### src/design/cos_pkg.sv
/*
 * cos_pkg: constants, register map and carrier types shared by the
 * configurable output selector.
 * assumes a 125 MHz system clock and 32-bit Avalon-MM register access.
 */
package cos_pkg;

	localparam int unsigned CLOCK_HZ     = 125_000_000;
	// delays are held in milliseconds; one count is one millisecond
	localparam int unsigned TICK_MS      = 1;
	localparam int unsigned MS_CYCLES    = CLOCK_HZ / 1000 * TICK_MS;

	localparam int unsigned NUM_OUT      = 5;
	localparam int unsigned NUM_IN       = 8;
	localparam int unsigned DLY_W        = 20;
	localparam int unsigned SRC_W        = 4;
	localparam int unsigned OVL_W        = 16;

	// 600.0 s and 500 ms, both expressed in milliseconds
	localparam logic [DLY_W-1:0] DELAY_MAX_MS   = 20'd600000;
	localparam logic [DLY_W-1:0] HEALTHY_MIN_MS = 20'd500;
	localparam logic [DLY_W-1:0] DELAY_RESET    = 20'h00000;

	localparam logic [SRC_W-1:0] SRC_MAX        = 4'hd;
	localparam logic [SRC_W-1:0] SRC_HEALTHY    = 4'h0;
	localparam logic [SRC_W-1:0] SRC_SPEED      = 4'h1;
	localparam logic [SRC_W-1:0] SRC_ARM_LEVEL  = 4'h2;
	localparam logic [SRC_W-1:0] SRC_AT_SPEED   = 4'h3;
	localparam logic [SRC_W-1:0] SRC_AT_LIMIT   = 4'h4;
	localparam logic [SRC_W-1:0] SRC_RUNNING    = 4'h5;
	localparam logic [SRC_W-1:0] SRC_FULL_OVL   = 4'h6;
	localparam logic [SRC_W-1:0] SRC_FLD_WEAK   = 4'h7;
	localparam logic [SRC_W-1:0] SRC_FLD_LEVEL  = 4'h8;
	localparam logic [SRC_W-1:0] SRC_REF_LEVEL  = 4'h9;
	localparam logic [SRC_W-1:0] SRC_NO_WARN    = 4'ha;
	localparam logic [SRC_W-1:0] SRC_FIELDBUS   = 4'hb;
	localparam logic [SRC_W-1:0] SRC_PASS_A     = 4'hc;
	localparam logic [SRC_W-1:0] SRC_PASS_B     = 4'hd;

	localparam logic [NUM_OUT*SRC_W-1:0] SRC_RESET = {4'h4, 4'h5, 4'h2, 4'h1, 4'h0};

	// byte offsets: output n has a 16-byte block at n*0x10
	localparam logic [6:0] OFS_SRC       = 7'h00;
	localparam logic [6:0] OFS_ON        = 7'h04;
	localparam logic [6:0] OFS_OFF       = 7'h08;
	localparam logic [6:0] OFS_INV       = 7'h0c;
	localparam logic [6:0] OFS_OUT_BLOCK = 7'h10;
	localparam logic [6:0] ADR_OPTION    = 7'h50;
	localparam logic [6:0] ADR_PASS_SEL  = 7'h54;
	localparam logic [6:0] ADR_OVL_TIME  = 7'h58;
	localparam logic [6:0] ADR_STATUS    = 7'h5c;

	localparam int unsigned OPT_HEALTHY_MIN_BIT = 0;
	localparam int unsigned PASS_A_IDX_LSB      = 0;
	localparam int unsigned PASS_A_EN_BIT       = 3;
	localparam int unsigned PASS_B_IDX_LSB      = 4;
	localparam int unsigned PASS_B_EN_BIT       = 7;
	localparam int unsigned STAT_OUT_LSB        = 0;
	localparam int unsigned STAT_COND_LSB       = 8;
	localparam logic [OVL_W-1:0] OVL_TIME_RESET = 16'h0000;

	typedef struct packed {
		logic        alarm_active;
		logic        speed_over_level;
		logic        armature_over_level;
		logic        drive_running;
		logic        armature_at_limit;
		logic        current_overlimit;
		logic        field_weakening_active;
		logic        field_over_level;
		logic        reference_over_level;
		logic        warning_shown;
		logic        fieldbus_bit;
		logic [15:0] ramp_output;
		logic [15:0] ramp_setpoint;
	} cos_drive_type;

	typedef struct packed {
		logic [6:0]  address;
		logic        read;
		logic        write;
		logic [31:0] writedata;
	} cos_avm_req_type;

endpackage

### src/design/cos_top.sv
/*
 * cos_top: five configurable digital outputs with source selection,
 * turn-on and turn-off delays, inversion and an Avalon-MM register slave.
 * assumes drive condition inputs and configurable inputs are synchronous
 * to clock; software writes all settings over the register bus.
 */
`timescale 1ns/1ns

// What this block does
// - five source selectors accept codes 0 to 13; resets 0,1,2,5,4
// - code 0: condition true when no alarm is active
// - code 1: condition true while speed or voltage exceeds threshold
// - code 2: condition true while armature current exceeds threshold
// - code 3: ramp output reached ramp setpoint, only while drive runs
// - code 4: armature current sits at present maximum permitted value
// - code 5: drive is actively controlling the motor
// - code 6: current overlimit has lasted the whole configured overlimit time
// - code 7: dynamic field weakening regulation in progress
// - code 8: field current exceeds its threshold
// - code 9: reference exceeds its threshold
// - code 10: no warning is shown on the status page
// - code 11: output follows a fieldbus digital bit
// - code 12: pass-through input A with the output's delays and inversion
// - code 13: pass-through input B with the output's delays and inversion
// - per-output turn-on delay 0 to 600.0 s, default zero
// - output asserts only after condition held for full turn-on delay
// - at-speed compares only main ramp setpoint, no additional reference
// - per-output turn-off delay 0 to 600.0 s, measured from condition loss
// - healthy source with minimum option: turn-off delay at least 500 ms
module cos_top
	import cos_pkg::*;
#(
	parameter int unsigned MS_CYCLES_P = MS_CYCLES
) (
	input  wire logic                  clock,
	input  wire logic                  rst_n,
	input  wire cos_avm_req_type       avm_req,
	output logic [31:0]                avm_readdata,
	output logic                       avm_waitrequest,
	input  wire cos_drive_type         drive,
	input  wire logic [NUM_IN-1:0]     configurable_input,
	output logic [NUM_OUT-1:0]         configurable_output
);

	generate
		if (MS_CYCLES_P < 2 || MS_CYCLES_P > 131072) begin : g_bad_param
			$error("cos_top: MS_CYCLES_P out of range");
		end
	endgenerate

	logic [SRC_W-1:0]  output_source_select   [NUM_OUT];
	logic [DLY_W-1:0]  output_turn_on_delay   [NUM_OUT];
	logic [DLY_W-1:0]  output_turn_off_delay  [NUM_OUT];
	logic [NUM_OUT-1:0] output_inversion_setting;
	logic              healthy_min_delay_option;
	logic [7:0]        pass_sel;
	logic [OVL_W-1:0]  overlimit_time_setting;
	logic [NUM_OUT-1:0] out_state;
	logic [NUM_OUT-1:0] cond_sel;
	logic [13:0]       cond_vec;
	logic [16:0]       ovl_cyc;
	logic [OVL_W-1:0]  ovl_ms;
	logic              pass_through_input_a;
	logic              pass_through_input_b;
	logic              full_overlimit;
	logic              bus_req;
	logic              bus_write;
	logic [2:0]        acc_out;
	logic [6:0]        acc_ofs;
	logic [31:0]       next_readdata;

	// bus access: request seen at one edge, waitrequest low the next cycle
	assign bus_req   = (avm_req.read || avm_req.write) && avm_waitrequest;
	assign bus_write = avm_req.write && !avm_waitrequest;
	assign acc_out   = avm_req.address[6:4];
	assign acc_ofs   = {3'h0, avm_req.address[3:0]};

	always_ff @(posedge clock or negedge rst_n) begin
		if (!rst_n) begin
			avm_waitrequest <= 1'b1;
		end else if (bus_req) begin
			avm_waitrequest <= 1'b0;
		end else begin
			avm_waitrequest <= 1'b1;
		end
	end

	always_comb begin
		next_readdata = 32'h0000_0000;
		if (acc_out < 3'(NUM_OUT)) begin
			unique case (acc_ofs)
				OFS_SRC: next_readdata = {28'h0, output_source_select[acc_out]};
				OFS_ON:  next_readdata = {12'h0, output_turn_on_delay[acc_out]};
				OFS_OFF: next_readdata = {12'h0, output_turn_off_delay[acc_out]};
				OFS_INV: next_readdata = {31'h0, output_inversion_setting[acc_out]};
				default: next_readdata = 32'h0000_0000;
			endcase
		end else begin
			unique case (avm_req.address)
				ADR_OPTION:   next_readdata = {31'h0, healthy_min_delay_option};
				ADR_PASS_SEL: next_readdata = {24'h0, pass_sel};
				ADR_OVL_TIME: next_readdata = {16'h0, overlimit_time_setting};
				ADR_STATUS:   next_readdata = {10'h0, cond_vec, 3'h0, configurable_output};
				default:      next_readdata = 32'h0000_0000;
			endcase
		end
	end

	always_ff @(posedge clock or negedge rst_n) begin
		if (!rst_n) begin
			avm_readdata <= 32'h0000_0000;
		end else if (bus_req && avm_req.read) begin
			avm_readdata <= next_readdata;
		end
	end

	// out-of-range codes and delays are refused: the old value stays
	always_ff @(posedge clock or negedge rst_n) begin
		if (!rst_n) begin
			for (int i = 0; i < NUM_OUT; i++) begin
				output_source_select[i]  <= SRC_RESET[i*SRC_W +: SRC_W];
				output_turn_on_delay[i]  <= DELAY_RESET;
				output_turn_off_delay[i] <= DELAY_RESET;
			end
			output_inversion_setting <= '0;
			healthy_min_delay_option <= 1'b0;
			pass_sel                 <= 8'h00;
			overlimit_time_setting   <= OVL_TIME_RESET;
		end else if (bus_write) begin
			if (acc_out < 3'(NUM_OUT)) begin
				unique case (acc_ofs)
					OFS_SRC: if (avm_req.writedata <= 32'(SRC_MAX)) begin
						output_source_select[acc_out] <= avm_req.writedata[SRC_W-1:0];
					end
					OFS_ON: if (avm_req.writedata <= 32'(DELAY_MAX_MS)) begin
						output_turn_on_delay[acc_out] <= avm_req.writedata[DLY_W-1:0];
					end
					OFS_OFF: if (avm_req.writedata <= 32'(DELAY_MAX_MS)) begin
						output_turn_off_delay[acc_out] <= avm_req.writedata[DLY_W-1:0];
					end
					OFS_INV: output_inversion_setting[acc_out] <= avm_req.writedata[0];
					default: ;
				endcase
			end else begin
				unique case (avm_req.address)
					ADR_OPTION:
						healthy_min_delay_option <= avm_req.writedata[OPT_HEALTHY_MIN_BIT];
					ADR_PASS_SEL: pass_sel <= avm_req.writedata[7:0];
					ADR_OVL_TIME: overlimit_time_setting <= avm_req.writedata[OVL_W-1:0];
					default: ;
				endcase
			end
		end
	end

	// overlimit duration timer, counted in whole milliseconds
	always_ff @(posedge clock or negedge rst_n) begin
		if (!rst_n) begin
			ovl_cyc <= 17'h0;
			ovl_ms  <= '0;
		end else if (!drive.current_overlimit) begin
			ovl_cyc <= 17'h0;
			ovl_ms  <= '0;
		end else if (ovl_cyc == 17'(MS_CYCLES_P - 1)) begin
			ovl_cyc <= 17'h0;
			if (ovl_ms != '1) begin
				ovl_ms <= ovl_ms + 1'b1;
			end
		end else begin
			ovl_cyc <= ovl_cyc + 1'b1;
		end
	end

	assign full_overlimit = drive.current_overlimit && (ovl_ms >= overlimit_time_setting);

	// pass-through A and B each pick one input by their own 3-bit index; disabled means low
	assign pass_through_input_a = pass_sel[PASS_A_EN_BIT] &&
		configurable_input[pass_sel[PASS_A_IDX_LSB +: 3]];
	assign pass_through_input_b = pass_sel[PASS_B_EN_BIT] &&
		configurable_input[pass_sel[PASS_B_IDX_LSB +: 3]];

	always_comb begin
		cond_vec                = '0;
		cond_vec[SRC_HEALTHY]   = !drive.alarm_active;
		cond_vec[SRC_SPEED]     = drive.speed_over_level;
		cond_vec[SRC_ARM_LEVEL] = drive.armature_over_level;
		// the extra speed reference never enters this compare
		cond_vec[SRC_AT_SPEED]  = drive.drive_running &&
			(drive.ramp_output == drive.ramp_setpoint);
		cond_vec[SRC_AT_LIMIT]  = drive.armature_at_limit;
		cond_vec[SRC_RUNNING]   = drive.drive_running;
		cond_vec[SRC_FULL_OVL]  = full_overlimit;
		cond_vec[SRC_FLD_WEAK]  = drive.field_weakening_active;
		cond_vec[SRC_FLD_LEVEL] = drive.field_over_level;
		cond_vec[SRC_REF_LEVEL] = drive.reference_over_level;
		cond_vec[SRC_NO_WARN]   = !drive.warning_shown;
		cond_vec[SRC_FIELDBUS]  = drive.fieldbus_bit;
		cond_vec[SRC_PASS_A]    = pass_through_input_a;
		cond_vec[SRC_PASS_B]    = pass_through_input_b;
	end

	genvar g;
	generate
		for (g = 0; g < NUM_OUT; g++) begin : g_out
			logic [16:0]      cyc_cnt;
			logic [DLY_W-1:0] ms_cnt;
			logic [DLY_W-1:0] eff_off;
			logic [DLY_W-1:0] target;

			assign cond_sel[g] = cond_vec[output_source_select[g]];
			assign eff_off = (healthy_min_delay_option &&
				output_source_select[g] == SRC_HEALTHY &&
				output_turn_off_delay[g] < HEALTHY_MIN_MS) ?
				HEALTHY_MIN_MS : output_turn_off_delay[g];
			assign target = cond_sel[g] ? output_turn_on_delay[g] : eff_off;

			// each output has its own prescaler so delays start at the change
			always_ff @(posedge clock or negedge rst_n) begin
				if (!rst_n) begin
					out_state[g] <= 1'b0;
					cyc_cnt      <= 17'h0;
					ms_cnt       <= '0;
				end else if (cond_sel[g] == out_state[g]) begin
					cyc_cnt <= 17'h0;
					ms_cnt  <= '0;
				end else if (ms_cnt >= target) begin
					out_state[g] <= cond_sel[g];
					cyc_cnt      <= 17'h0;
					ms_cnt       <= '0;
				end else if (cyc_cnt == 17'(MS_CYCLES_P - 1)) begin
					cyc_cnt <= 17'h0;
					ms_cnt  <= ms_cnt + 1'b1;
				end else begin
					cyc_cnt <= cyc_cnt + 1'b1;
				end
			end

			always_ff @(posedge clock or negedge rst_n) begin
				if (!rst_n) begin
					configurable_output[g] <= 1'b0;
				end else begin
					configurable_output[g] <= out_state[g] ^ output_inversion_setting[g];
				end
			end

			AST_TURN_ON_HELD: assert property (@(posedge clock) disable iff (!rst_n)
				$rose(out_state[g]) |-> $past(cond_sel[g]) &&
				$past(ms_cnt) >= $past(output_turn_on_delay[g]))
				else $error("output asserted before turn-on delay elapsed");

			AST_TURN_OFF_HELD: assert property (@(posedge clock) disable iff (!rst_n)
				$fell(out_state[g]) |-> !$past(cond_sel[g]) &&
				$past(ms_cnt) >= $past(output_turn_off_delay[g]))
				else $error("output released before turn-off delay elapsed");

			AST_HEALTHY_MIN: assert property (@(posedge clock) disable iff (!rst_n)
				$fell(out_state[g]) && $past(healthy_min_delay_option) &&
				$past(output_source_select[g]) == SRC_HEALTHY |->
				$past(ms_cnt) >= HEALTHY_MIN_MS)
				else $error("healthy indication dropped inside minimum delay");

			AST_RESTART: assert property (@(posedge clock) disable iff (!rst_n)
				!out_state[g] && !cond_sel[g] |=> ms_cnt == '0 && cyc_cnt == 17'h0 &&
				!out_state[g])
				else $error("turn-on timer not restarted after condition loss");

			AST_PIN_FOLLOWS: assert property (@(posedge clock) disable iff (!rst_n)
				output_source_select[g] == SRC_PASS_A && pass_sel[PASS_A_EN_BIT] |->
				cond_sel[g] == configurable_input[pass_sel[2:0]] ##1
				configurable_output[g] == ($past(out_state[g]) ^
				$past(output_inversion_setting[g])))
				else $error("pass-through output does not follow its input");
		end
	endgenerate

	AST_SRC_RANGE: assert property (@(posedge clock) disable iff (!rst_n)
		bus_write && acc_out == 3'h0 && acc_ofs == OFS_SRC &&
		avm_req.writedata > 32'(SRC_MAX) |=> $stable(output_source_select[0]))
		else $error("illegal source code accepted");

	AST_AT_SPEED_RUN: assert property (@(posedge clock) disable iff (!rst_n)
		!drive.drive_running |-> !cond_vec[SRC_AT_SPEED])
		else $error("at-speed reported while drive stopped");

	AST_FULL_OVL: assert property (@(posedge clock) disable iff (!rst_n)
		$rose(full_overlimit) && overlimit_time_setting != '0 |->
		$past(drive.current_overlimit, 1))
		else $error("full overlimit without sustained overlimit");

endmodule

### config.mk
export PLATFORM = sky130hd
export DESIGN_NAME = cos_top
export DESIGN_NICKNAME = d
export VERILOG_FILES = /design/src/design/cos_pkg.sv /design/src/design/cos_top.sv
export SDC_FILE = /design/constraint.sdc
export NUM_CORES = 1
export LEC_CHECK = 0
export BUFFER_PORTS_ARGS = -buffer_cell sky130_fd_sc_hd__buf_2
export CORE_MARGIN = 5
export CORE_UTILIZATION = 45
export CTS_BUF_LIST = sky130_fd_sc_hd__clkbuf_2
export DETAILED_ROUTE_END_ITERATION = 16
export HOLD_SLACK_MARGIN = 0.02
export PLACE_DENSITY = 0.58
export REMOVE_ABC_BUFFERS = 1
export SLEW_MARGIN = 0
export SYNTH_ARGS = -nofsm -noshare
export SYNTH_HDL_FRONTEND = slang
export SYNTH_SLANG_ARGS = --single-unit
### constraint.sdc
create_clock -name clock -period 10 [get_ports clock]
set_input_delay 0.5 -clock clock [delete_from_list [all_inputs] [get_ports clock]]
set_output_delay 0.5 -clock clock [all_outputs]
set_load 0.01 [all_outputs]
==> Word-level counts from Yosys, hierarchy flattened <==
Cells that the tools add are included.
{ "op_classes": {"add_sub_neg": 12, "order_cmp": 25, "bitwise_logic": 12, "reduce_logical": 47, "muxes": 84, "n_eq_ne": 22} }
{ "op_table": {"columns": ["cell", "n"], "rows": [
  ["2-to-1 mux 20 bit", 30],
  ["2-to-1 mux 17 bit", 17],
  ["bitwise mux 100 bit", 2],
  ["binary-select mux 20 bit (select 3 bit)", 2],
  ["adder 17 x 1 -> 17 bit (second input constant)", 6],
  ["equality test 17 bit (second input constant)", 6],
  ["adder 20 x 1 -> 20 bit (second input constant)", 5],
  [">= comparator 20 bit", 5],
  ["less-than comparator 20 x 9 -> 1 bit (second input constant)", 5],
  ["one-hot mux 22 bit (4 select lines)", 1],
  ["one-hot mux 20 bit (4 select lines)", 1],
  ["demux 20 bit (select 3 bit)", 1],
  ["2-to-1 mux 16 bit", 3],
  ["less-or-equal comparator 32 x 20 -> 1 bit (second input constant)", 1],
  ["less-or-equal comparator 32 x 4 -> 1 bit (second input constant)", 1],
  ["2-to-1 mux 32 bit", 1],
  ["equality test 7 bit (second input constant)", 4],
  ["less-than comparator 4 x 5 -> 1 bit (second input constant)", 5],
  ["binary-select mux 1 bit (select 4 bit)", 5],
  ["bitwise mux 20 bit", 1],
  ["zero test 4 bit", 5],
  ["logical AND 1 bit", 19],
  ["adder 16 x 1 -> 16 bit (second input constant)", 1],
  ["equality test 16 bit", 1],
  ["other kinds (28)", 74]
]} }
{ "totals": {"in_bits": 94, "register_bits": 511, "out_inout_bits": 38, "wordCells": 245} }

==> Logic depth before layout (Yosys ltp) <==
Gate-level depths: netlist of the first run.
{ "depth": {"word_depth": 9, "depth_mapped": 20, "mapped_depth_nobuf": 17} }

==> Least setup slack after synthesis of the first run <==
No wires, ideal clock.
{ "synth_path": {"path_kind": "input-to-reg", "start": "input port configurable_input[7]", "end": "register g_out[1].cyc_cnt[11]", "cell_stages": 17, "t_arrival_ps": 4130, "t_required_ps": 9914, "n_path_buf": 3, "slack_ps": 5784, "setup_ps": 86, "path_cell_list": "mux4_2 > a2bb2oi_2 > nand3_1 > nor4_1 > o32a_2 > buf_2 > mux2i_1 > ha_1 > a21oi_1 > o21ai_0 > a2111oi_0 > a2111oi_0 > or3_1 > clkbuf_1 > or2_1 > clkbuf_1 > nor3_1"} }
{ "synth_via": {"elab_chain_len": 9, "word_cells_on_any_way": 13} }
{ "synth_lines": {"columns": ["element", "line", "source"], "rows": [
  ["start, declared", "cos_top.sv:41", "input wire logic [NUM_IN-1:0] configurable_input,"],
  ["binary-select mux 1 bit (select 3 bit), on equally long branches", "cos_top.sv:178, cos_top.sv:180", null],
  ["2-to-1 mux 1 bit, on equally long branches", "cos_top.sv:178, cos_top.sv:180", null],
  ["logical AND 1 bit, on equally long branches", "cos_top.sv:177, cos_top.sv:179", null],
  ["binary-select mux 1 bit (select 4 bit) (*)", "cos_top.sv:210", "assign cond_sel[g] = cond_vec[output_source_select[g]];"],
  ["2-to-1 mux 1 bit (implied by the code) (*)", "cos_top.sv:210", null],
  ["2-to-1 mux 20 bit", "cos_top.sv:215", "assign target = cond_sel[g] ? output_turn_on_delay[g] : eff_off;"],
  [">= comparator 20 bit", "cos_top.sv:226", "end else if (ms_cnt >= target) begin"],
  ["2-to-1 mux 17 bit", "cos_top.sv:226", null],
  ["2-to-1 mux 17 bit (*)", "cos_top.sv:223", "end else if (cond_sel[g] == out_state[g]) begin"],
  ["end signal, assigned", "cos_top.sv:234", "cyc_cnt <= cyc_cnt + 1'b1;"],
  ["end, declared", "cos_top.sv:205", "logic [16:0] cyc_cnt;"]
]} }
Every way passes the cells marked *; elsewhere a longest branch is shown, timed or not. The select of a mux whose other input is x is not followed.
A chain may end at the register's enable or synchronous reset.

==> Worst setup path after layout of the first run <==
{ "layout_path": {"start": "register ovl_ms[2]", "end": "register g_out[2].cyc_cnt[6]"} }
{ "layout_via": {"elab_chain_len": 8, "word_cells_on_any_way": 9} }
{ "layout_lines": {"columns": ["element", "line", "source"], "rows": [
  ["start, declared", "cos_top.sv:62", "logic [OVL_W-1:0] ovl_ms;"],
  ["start signal, assigned", "cos_top.sv:167", "ovl_ms <= ovl_ms + 1'b1;"],
  [">= comparator 16 bit (*)", "cos_top.sv:174", "assign full_overlimit = drive.current_overlimit && (ovl_ms >= overlimit_time_setting);"],
  ["logical AND 1 bit (*)", "cos_top.sv:174", null],
  ["binary-select mux 1 bit (select 4 bit) (*)", "cos_top.sv:210", null],
  ["2-to-1 mux 1 bit (implied by the code) (*)", "cos_top.sv:210", null],
  ["2-to-1 mux 20 bit", "cos_top.sv:215", null],
  [">= comparator 20 bit", "cos_top.sv:226", null],
  ["2-to-1 mux 17 bit", "cos_top.sv:226", null],
  ["2-to-1 mux 17 bit (*)", "cos_top.sv:223", null],
  ["end signal, assigned", "cos_top.sv:234", null],
  ["end, declared", "cos_top.sv:205", null]
]} }
Marked as above.

==> metrics.md, run 1 <==
| Metric | Value |
|---|---|
| Status | finished, final reports clean |
| Synth-to-Final Area Change | 12.1% |
| Vias per cell | ~5.9 |
| Period Utilization, post-route | 60.9% |
| Req. time, crit path | about 11 ns |
| Largest family of logic cells by synthesized area | simple AND/OR/NAND/NOR gates |
| Switch Pwr | 1170 uW |
| Worst Hold Class | input pin to register |
| Clock sink total | 501 |
| Clk pin slew, worst setup/hold paths | 0.10 ns |
| Clk network pwr share | between 30% and 40% |
| DRC Markers | 0 |
| Layout cells sized above 1 | about a fifth |
| VDD IR max | between 0.08 and 0.09 mV |
| Pint | about 2800 uW |
| Syn Inst Count | 2877 |
| Seq pwr share | a little over half |
| RSZ-0062 raised after global routing | false |
| Htree depth | 4 |
| Routed Antenna Nets | 0 |
| Unique masters post-synth | between 80 and 90 |
| Power Density | around 120 mW/mm2 |
| Synth Area in Compound Gates | 8.43% |
| Synth warn | 0 |
| Worst-path maximum fanout | 20 |
| Post-synth ARST share | 100% |
| Final Non-Filler Cells | 4061 |
| Placed insts | about 3700 |
| Clock latency on the worst-skew pair | about 1.3 ns |
| Number of synthesized flops with an enable pin | 0 |
| # nets final | 3323 |
| Avg Inst Size Synth | 10.2 um2 |
| Seq cells post-synth | 501 |
| Final wirelength | 94.0 mm |
| Tot GR Track Use | 26.2% |
| Hold Crit Depth | 7 |
| Avg WL per Cell | 23.2 um |
| Final setup viols | 0 |
| Total CTS buffers | 141 |
| Util after Layout | about half |
| Final Max Slew Viols | 0 |
| Max-cap viol count | 0 |
| Resize count post-CTS | 0 |
| Initial antenna violation count | 5 |
| Leakage | ~0.015 uW |
| Slew @ Worst Pin | 1.28 ns |
| Achievable Freq | 0.164 GHz |
| CTS root buf | clkbuf_2 |
| Adder-cell share of the synthesized area | 5.47% |
| Worst R2R Start | ovl_ms[2] |
| Initial Util | 45.4% |
| DR pass1 iterations | 5 |
| Setup TNS | 0 ns |
| Detailed Place HPWL | 65.2 mm |
| CTS tree | yes |
| IO Count | 132 |
| Largest net degree at the start of global routing | 178 |
| Endpoint class of the critical path | register |
| Mux share of post-synthesis cell area | 14.6% |
| Simple logic cell fraction of the synthesized area | 18.4% |
| Logic gate share of total power | slightly above 8% |
| Core area | between 0.06 and 0.07 mm2 |
| Hold EP | output_source_select[0] |
| Routed via count | 24100 |
| Worst EP arrival | a little over 7 ns |
| R2r endpoint | g_out[2].cyc_cnt[6] |
| Die W | 265 um |
| First-pass GRT wire length | between 100 and 150 mm |
| Crit path kind | register to register |
| GPL Wtd Cong | 0.931 |
| Relative slew margins | 14.8% |
| Xor and xnor area share after synthesis | 6.76% |
| R2R cell count | 16 |
| Setup Skew | around 0.096 ns |
| Switch share | 29.5% |
| Die area | 0.0703 mm2 |
| Post-Syn Area | 0.0293 mm2 |
| Final hold vios | 0 |
| Post-CTS Setup Inserts | 0 |
| Initial DRC Count | between 2000 and 2500 |
| Vias in the first global route | about 24000 |
| CTS Buffer Depth | 3 |
| Gr ovfl total | 0 |
| Worst setup SP type | register |
| Worst reg2reg setup slack | 3.91 ns |
| Tot Pwr | 3950 uW |
| IO Port Bufs | 121 |
| Predominant post-synthesis flop cell | dfrtp_1 |
| Sequential share of the synthesized area | between 40% and 50% |
| Tmin final | 6.09 ns |
| Layout fillers | 5979 |
| Rows | 93 |
| Die Ht | 265 um |
| Hold_sp | avm_req[22] |
through the flow:
stage	setup WS [ns]	hold WS, ns	instance area [um2]
floorplan	4.48	0.204	28600
global placement	4.30	0.451	30400
detailed placement	4.09	0.467	30400
CTS	4.03	0.0206	32800
global route	3.55	0.0966	32800
finish	3.91	0.212	32800
critical path, stage by stage (launching register included):
cell and delay [ns]:
dfrtp_1 0.48, ha_1 0.23, nor4_1 0.25, o21ai_0 0.12, a31oi_1 0.72, a21boi_0 0.40, a21oi_1 0.41, nand2_1 0.73
o21ai_0 0.67, ha_1 0.32, nand2b_1 0.14, a211oi_1 0.23, o21ai_0 0.12, o2111a_1 0.14, or2_2 0.34, nor2_1 0.43
and4_1 0.26
placed cells by master, fill, tap and decap left out, types with 21 or more instances in the layout:
master	n
dfrtp_1	495
nand2_1	255
mux2_2	239
nor2_1	236
clkbuf_2	202
ha_1	128
xor2_1	122
buf_2	119
mux2i_1	115
nand3_1	106
dlygate4sd3_1	104
o21ai_0	101
xnor2_1	94
a21oi_1	86
nor3_1	82
inv_1	66
nand4_1	66
nor4_1	65
and4_1	56
and3_1	43
a221oi_1	26
clkinv_1	24
a22oi_1	23
buf_4	22
a221o_1	21
state kept, by name (all words and copies together) (netlist names), 16 cells and up:
signal	flops
avm_readdata	22
g_out.cyc_cnt	85
g_out.ms_cnt	100
output_source_select	20
output_turn_off_delay	100
output_turn_on_delay	100
overlimit_time_setting	16
ovl_cyc	17
ovl_ms	16
power by group through the flow:
stage	Sequential [uW]	Combinational (uW)	Clock, uW
finish	2060	321	1570
global placement	2100	292	0
floorplan	2100	121	0
CTS	2060	321	1620
detailed placement	2100	295	0
global route	2070	349	1730
per-layer routing:
metal / global-route usage [%] / wire [um] / share of wire, % / vias up
met2: 41.6 / 43700 / 46 / 866
met3: 6.07 / 6470 / 6.9 / 226
li1: - / - / - / 11000
met1: 34.8 / 40000 / 43 / 12000
met5: 0 / 9 / 0.0096 / -
met4: 11.2 / 3880 / 4.1 / 2
logic make-up after synthesis:
kind of cell | Yosys count
adder cells (fa/ha/maj) | 128
XOR/XNOR | 220
flip-flops | 501
buffers and inverters | 243
AND/OR/NAND/NOR | 1039
AO/OA/AOI/OAI | 371
multiplexers | 374
other | 1
synth_stat cells (all sizes together), types with 9 or more instances:
master	instances	area (um2)
and3	43	269
a21oi	86	430
nor3b	11	82.6
or3	20	125
a22oi	23	173
nand2b	13	81.3
o211ai	11	82.6
nand4	68	455
mux2	239	2690
nor2	236	886
a21o	11	82.6
buf	55	315
nand3	107	548
xor2	123	1080
nand2	255	957
and4	56	490
a221o	21	210
o31ai	9	81.3
mux2i	116	1160
a221oi	26	228
and2	20	125
nor3	91	490
o21ai	103	515
inv	67	251
xnor2	97	895
dfrtp	495	12400
nor4	69	474
ha	128	1600
clkbuf	121	457
o22ai	20	125
nor2b	14	87.6
a211oi	9	67.6
mux4	19	428
layout make-up:
type | count | area [um2] | area share (%)
multi-input cells | 2142 | 15800 | 48.1
flip-flops and latches | 501 | 12500 | 38.2
repair buffers | 248 | 1860 | 5.68
well taps | 855 | 1070 | 3.26
clock buffers | 202 | 1010 | 3.08
clock inverters | 40 | 288 | 0.877
inverters | 67 | 251 | 0.766
diodes | 6 | 15.0 | 0.0457
worst max-delay path by stage:
| stage | startpoint | end | slack [ns] | cells past startpoint |
|---|---|---|---|---|
| 4_1_cts | ovl_ms[2] | g_out[2].cyc_cnt[6] | 4.03 | 16 |
| 6_report | ovl_ms[2] | g_out[2].cyc_cnt[6] | 3.91 | 16 |
| 3_5_place_dp | ovl_ms[2] | g_out[2].cyc_cnt[0] | 4.09 | 16 |
| 3_3_place_gp | ovl_ms[2] | g_out[2].cyc_cnt[16] | 4.30 | 16 |
| 5_1_grt | overlimit_time_setting[2] | g_out[2].cyc_cnt[3] | 3.55 | 17 |
| 2_1_floorplan | drive[0] | g_out[0].cyc_cnt[11] | 4.48 | 14 |
repair_timing:
action,in CTS,in global routing
hold buffers,105,0
endpoints found under the hold margin,430,0
setup endpoints to repair,0,0
Power figures use the tool's default switching activity.
==> run 2, diff against run 1 <==
--- a/config.mk
+++ b/config.mk
@@ -11,7 +11,7 @@
 export CTS_BUF_LIST = sky130_fd_sc_hd__clkbuf_2
 export DETAILED_ROUTE_END_ITERATION = 16
 export HOLD_SLACK_MARGIN = 0.02
-export PLACE_DENSITY = 0.58
+export PLACE_DENSITY = 0.61
 export REMOVE_ABC_BUFFERS = 1
 export SLEW_MARGIN = 0
 export SYNTH_ARGS = -nofsm -noshare
==> constraint.sdc (replaced) <==
create_clock -name clock -period 5.4 [get_ports clock]
set_input_delay 0.27 -clock clock [delete_from_list [all_inputs] [get_ports clock]]
set_output_delay 0.27 -clock clock [all_outputs]
set_load 0.01 [all_outputs]
==> run 2 against run 1 <==
Compared with the run above: register-to-register slack worse by 3.6 ns; sequential power up 85%; power up 85%; final area up 1.7%; die area unchanged; maximum frequency up 19%; critical path type unchanged; wire length up 3.9%; global-route usage up 1.0 points.
==> metrics.md, run 2 (same netlist as run 1, synthesis figures left out) <==
| Metric | Value |
|---|---|
| Worst R2R Start | pass_sel[6] |
| CTS root buf | clkbuf_2 |
| Die Ht | approximately 270 um |
| Commonest non-fill, non-tap cell in the layout | dfrtp_1 |
| Rows | 93 |
| Worst setup SP type | register |
| Commonest non-fill, non-tap cells in the layout | 495 x dfrtp_1, 255 x nand2_1, 239 x mux2_2 |
| Worst Hold Class | input pin to register |
| Worst EP arrival | 6.28 ns |
| Worst hold slack | approximately 0.16 ns |
| Clk pin slew, worst setup/hold paths | 0.10 ns |
| VDD IR max | 0.150 mV |
| Max-cap viol count | 0 |
| Die W | 265 um |
| Routed via count | 24700 |
| Tot GR Track Use | 27.2% |
| Final Max Slew Viols | 0 |
| Vias in the first global route | 24900 |
| Setup crit start | pass_sel[6] |
| Req. time, crit path | around 6.6 ns |
| Synth-to-Final Area Change | 14.0% |
| Worst-path maximum fanout | 12 |
| Biggest regs | g_out.ms_cnt x100, output_turn_off_delay x100, output_turn_on_delay x100 |
| Avg WL per Cell | around 24 um |
| Placed instance area | 0.0306 mm2 |
| Routed Antenna Nets | 0 |
| Status | finished, final reports clean |
| Period Utilization, post-route | a little over nine tenths |
| Detailed Place HPWL | 65.9 mm |
| Htree depth | 4 |
| Initial Util | 45.4% |
| Final setup viols | 0 |
| Final hold vios | 0 |
| Leakage | 0.0154 uW |
| Initial DRC Count | 2095 |
| IO Port Bufs | 121 |
| Final wirelength | 97.7 mm |
| Power Density | 219 mW/mm2 |
| Initial antenna violation count | 4 |
| Relative slew margins | 20.9% |
| Endpoint class of the critical path | register |
| CTS Buffer Depth | 3 |
| Slew @ Worst Pin | 1.18 ns |
| RSZ-0062 raised after global routing | false |
| Crit path kind | register to register |
| Hold_sp | avm_req[10] |
| GPL Wtd Cong | between 0.9 and 1 |
| CTS tree | yes |
| Core area | about 0.064 mm2 |
| Setup Skew | 0.0855 ns |
| Vias per cell | 6.01 |
| Tmin final | 5.12 ns |
| Clock sink total | 501 |
| Total CTS buffers | 140 |
| IO Count | 132 |
| Clock latency on the worst-skew pair | 1.33 ns |
| Die area | 0.0703 mm2 |
| # nets final | roughly 3400 |
| DRC Markers | 0 |
| Design area | about 0.033 mm2 |
| Achievable Freq | 0.195 GHz |
| Placed insts | 3724 |
| Final Non-Filler Cells | ~4100 |
| First-pass GRT wire length | 150 mm |
| Tot Pwr | 7320 uW |
| DR pass1 iterations | 8 |
| Largest net degree at the start of global routing | between 100 and 150 |
| Gr ovfl total | 0 |
| Layout cells sized above 1 | 21.0% |
## run 2: critical path, stage by stage, from the launching register on
cell and delay (ns):
dfrtp_1 0.49, mux2i_1 0.15, dlygate4sd3_1 0.57, a2bb2oi_2 0.28
nand2_1 0.26, nor4_4 0.37, o32a_4 0.35, buf_4 0.23
mux2i_1 0.45, ha_1 0.34, a21oi_1 0.16, nor2b_1 0.06
o21ai_0 0.15, o21ai_0 0.09, or3_1 0.42, or2_1 0.39
nor3_1 0.22
## run 2: power breakdown
group          leakage (uW)  total (uW)  internal, uW  switching (uW)
Combinational       0.00762         642           202             441
Sequential          0.00687        3820          3780            38.8
Clock              0.000950        2860          1170            1690
## run 2: final cells by class
type	count	area, um2
tap	855	1070
sequential	501	12500
clock buffer	199	996
inverter	67	251
multi-input combinational	2143	15800
timing repair buffer	305	2420
clock inverter	35	253
antenna	4	10.0
fill	5906	31100
## run 2: final timing paths
check | to | slack (ns) | cells after the start
max in group asynchronous | g_out[2].cyc_cnt[4] | 4.28 | 4
worst max-delay path | g_out[1].cyc_cnt[13] | 0.28 | 16
worst max register to register | g_out[1].cyc_cnt[13] | 0.28 | 16
worst min register to register | ovl_cyc[0] | 0.48 | 1
worst min-delay path | output_turn_on_delay[70] | 0.16 | 3
min in group asynchronous | g_out[0].cyc_cnt[6] | 0.20 | 4
## run 2: per-stage QoR
step                      TNS (ns)  util [%]  setup WS (ns)
after floorplan             -0.954         -         -0.109
after global placement           0      47.5          0.632
after detailed placement         0      47.5          0.486
after CTS                        0      51.7         0.0563
after global routing             0      51.8        0.00391
final                            0      51.8          0.283
## run 2: per-layer routing
metal	routed length (um)	part of all wire [%]	vias up	GRT usage [%]
met3	8150	8.3	235	6.43
li1	-	-	11100	-
met4	4970	5.1	2	13.4
met5	18	0.018	-	0
met1	39800	41	12300	35.9
met2	44800	46	1037	42.4
## run 2: what timing repair did
action | CTS | global route
setup buffers | 0 | 0
hold buffers | 146 | 0
resized for setup | 0 | 6
endpoints found under the hold margin | 810 | 0
endpoints found under the setup margin | 0 | 85
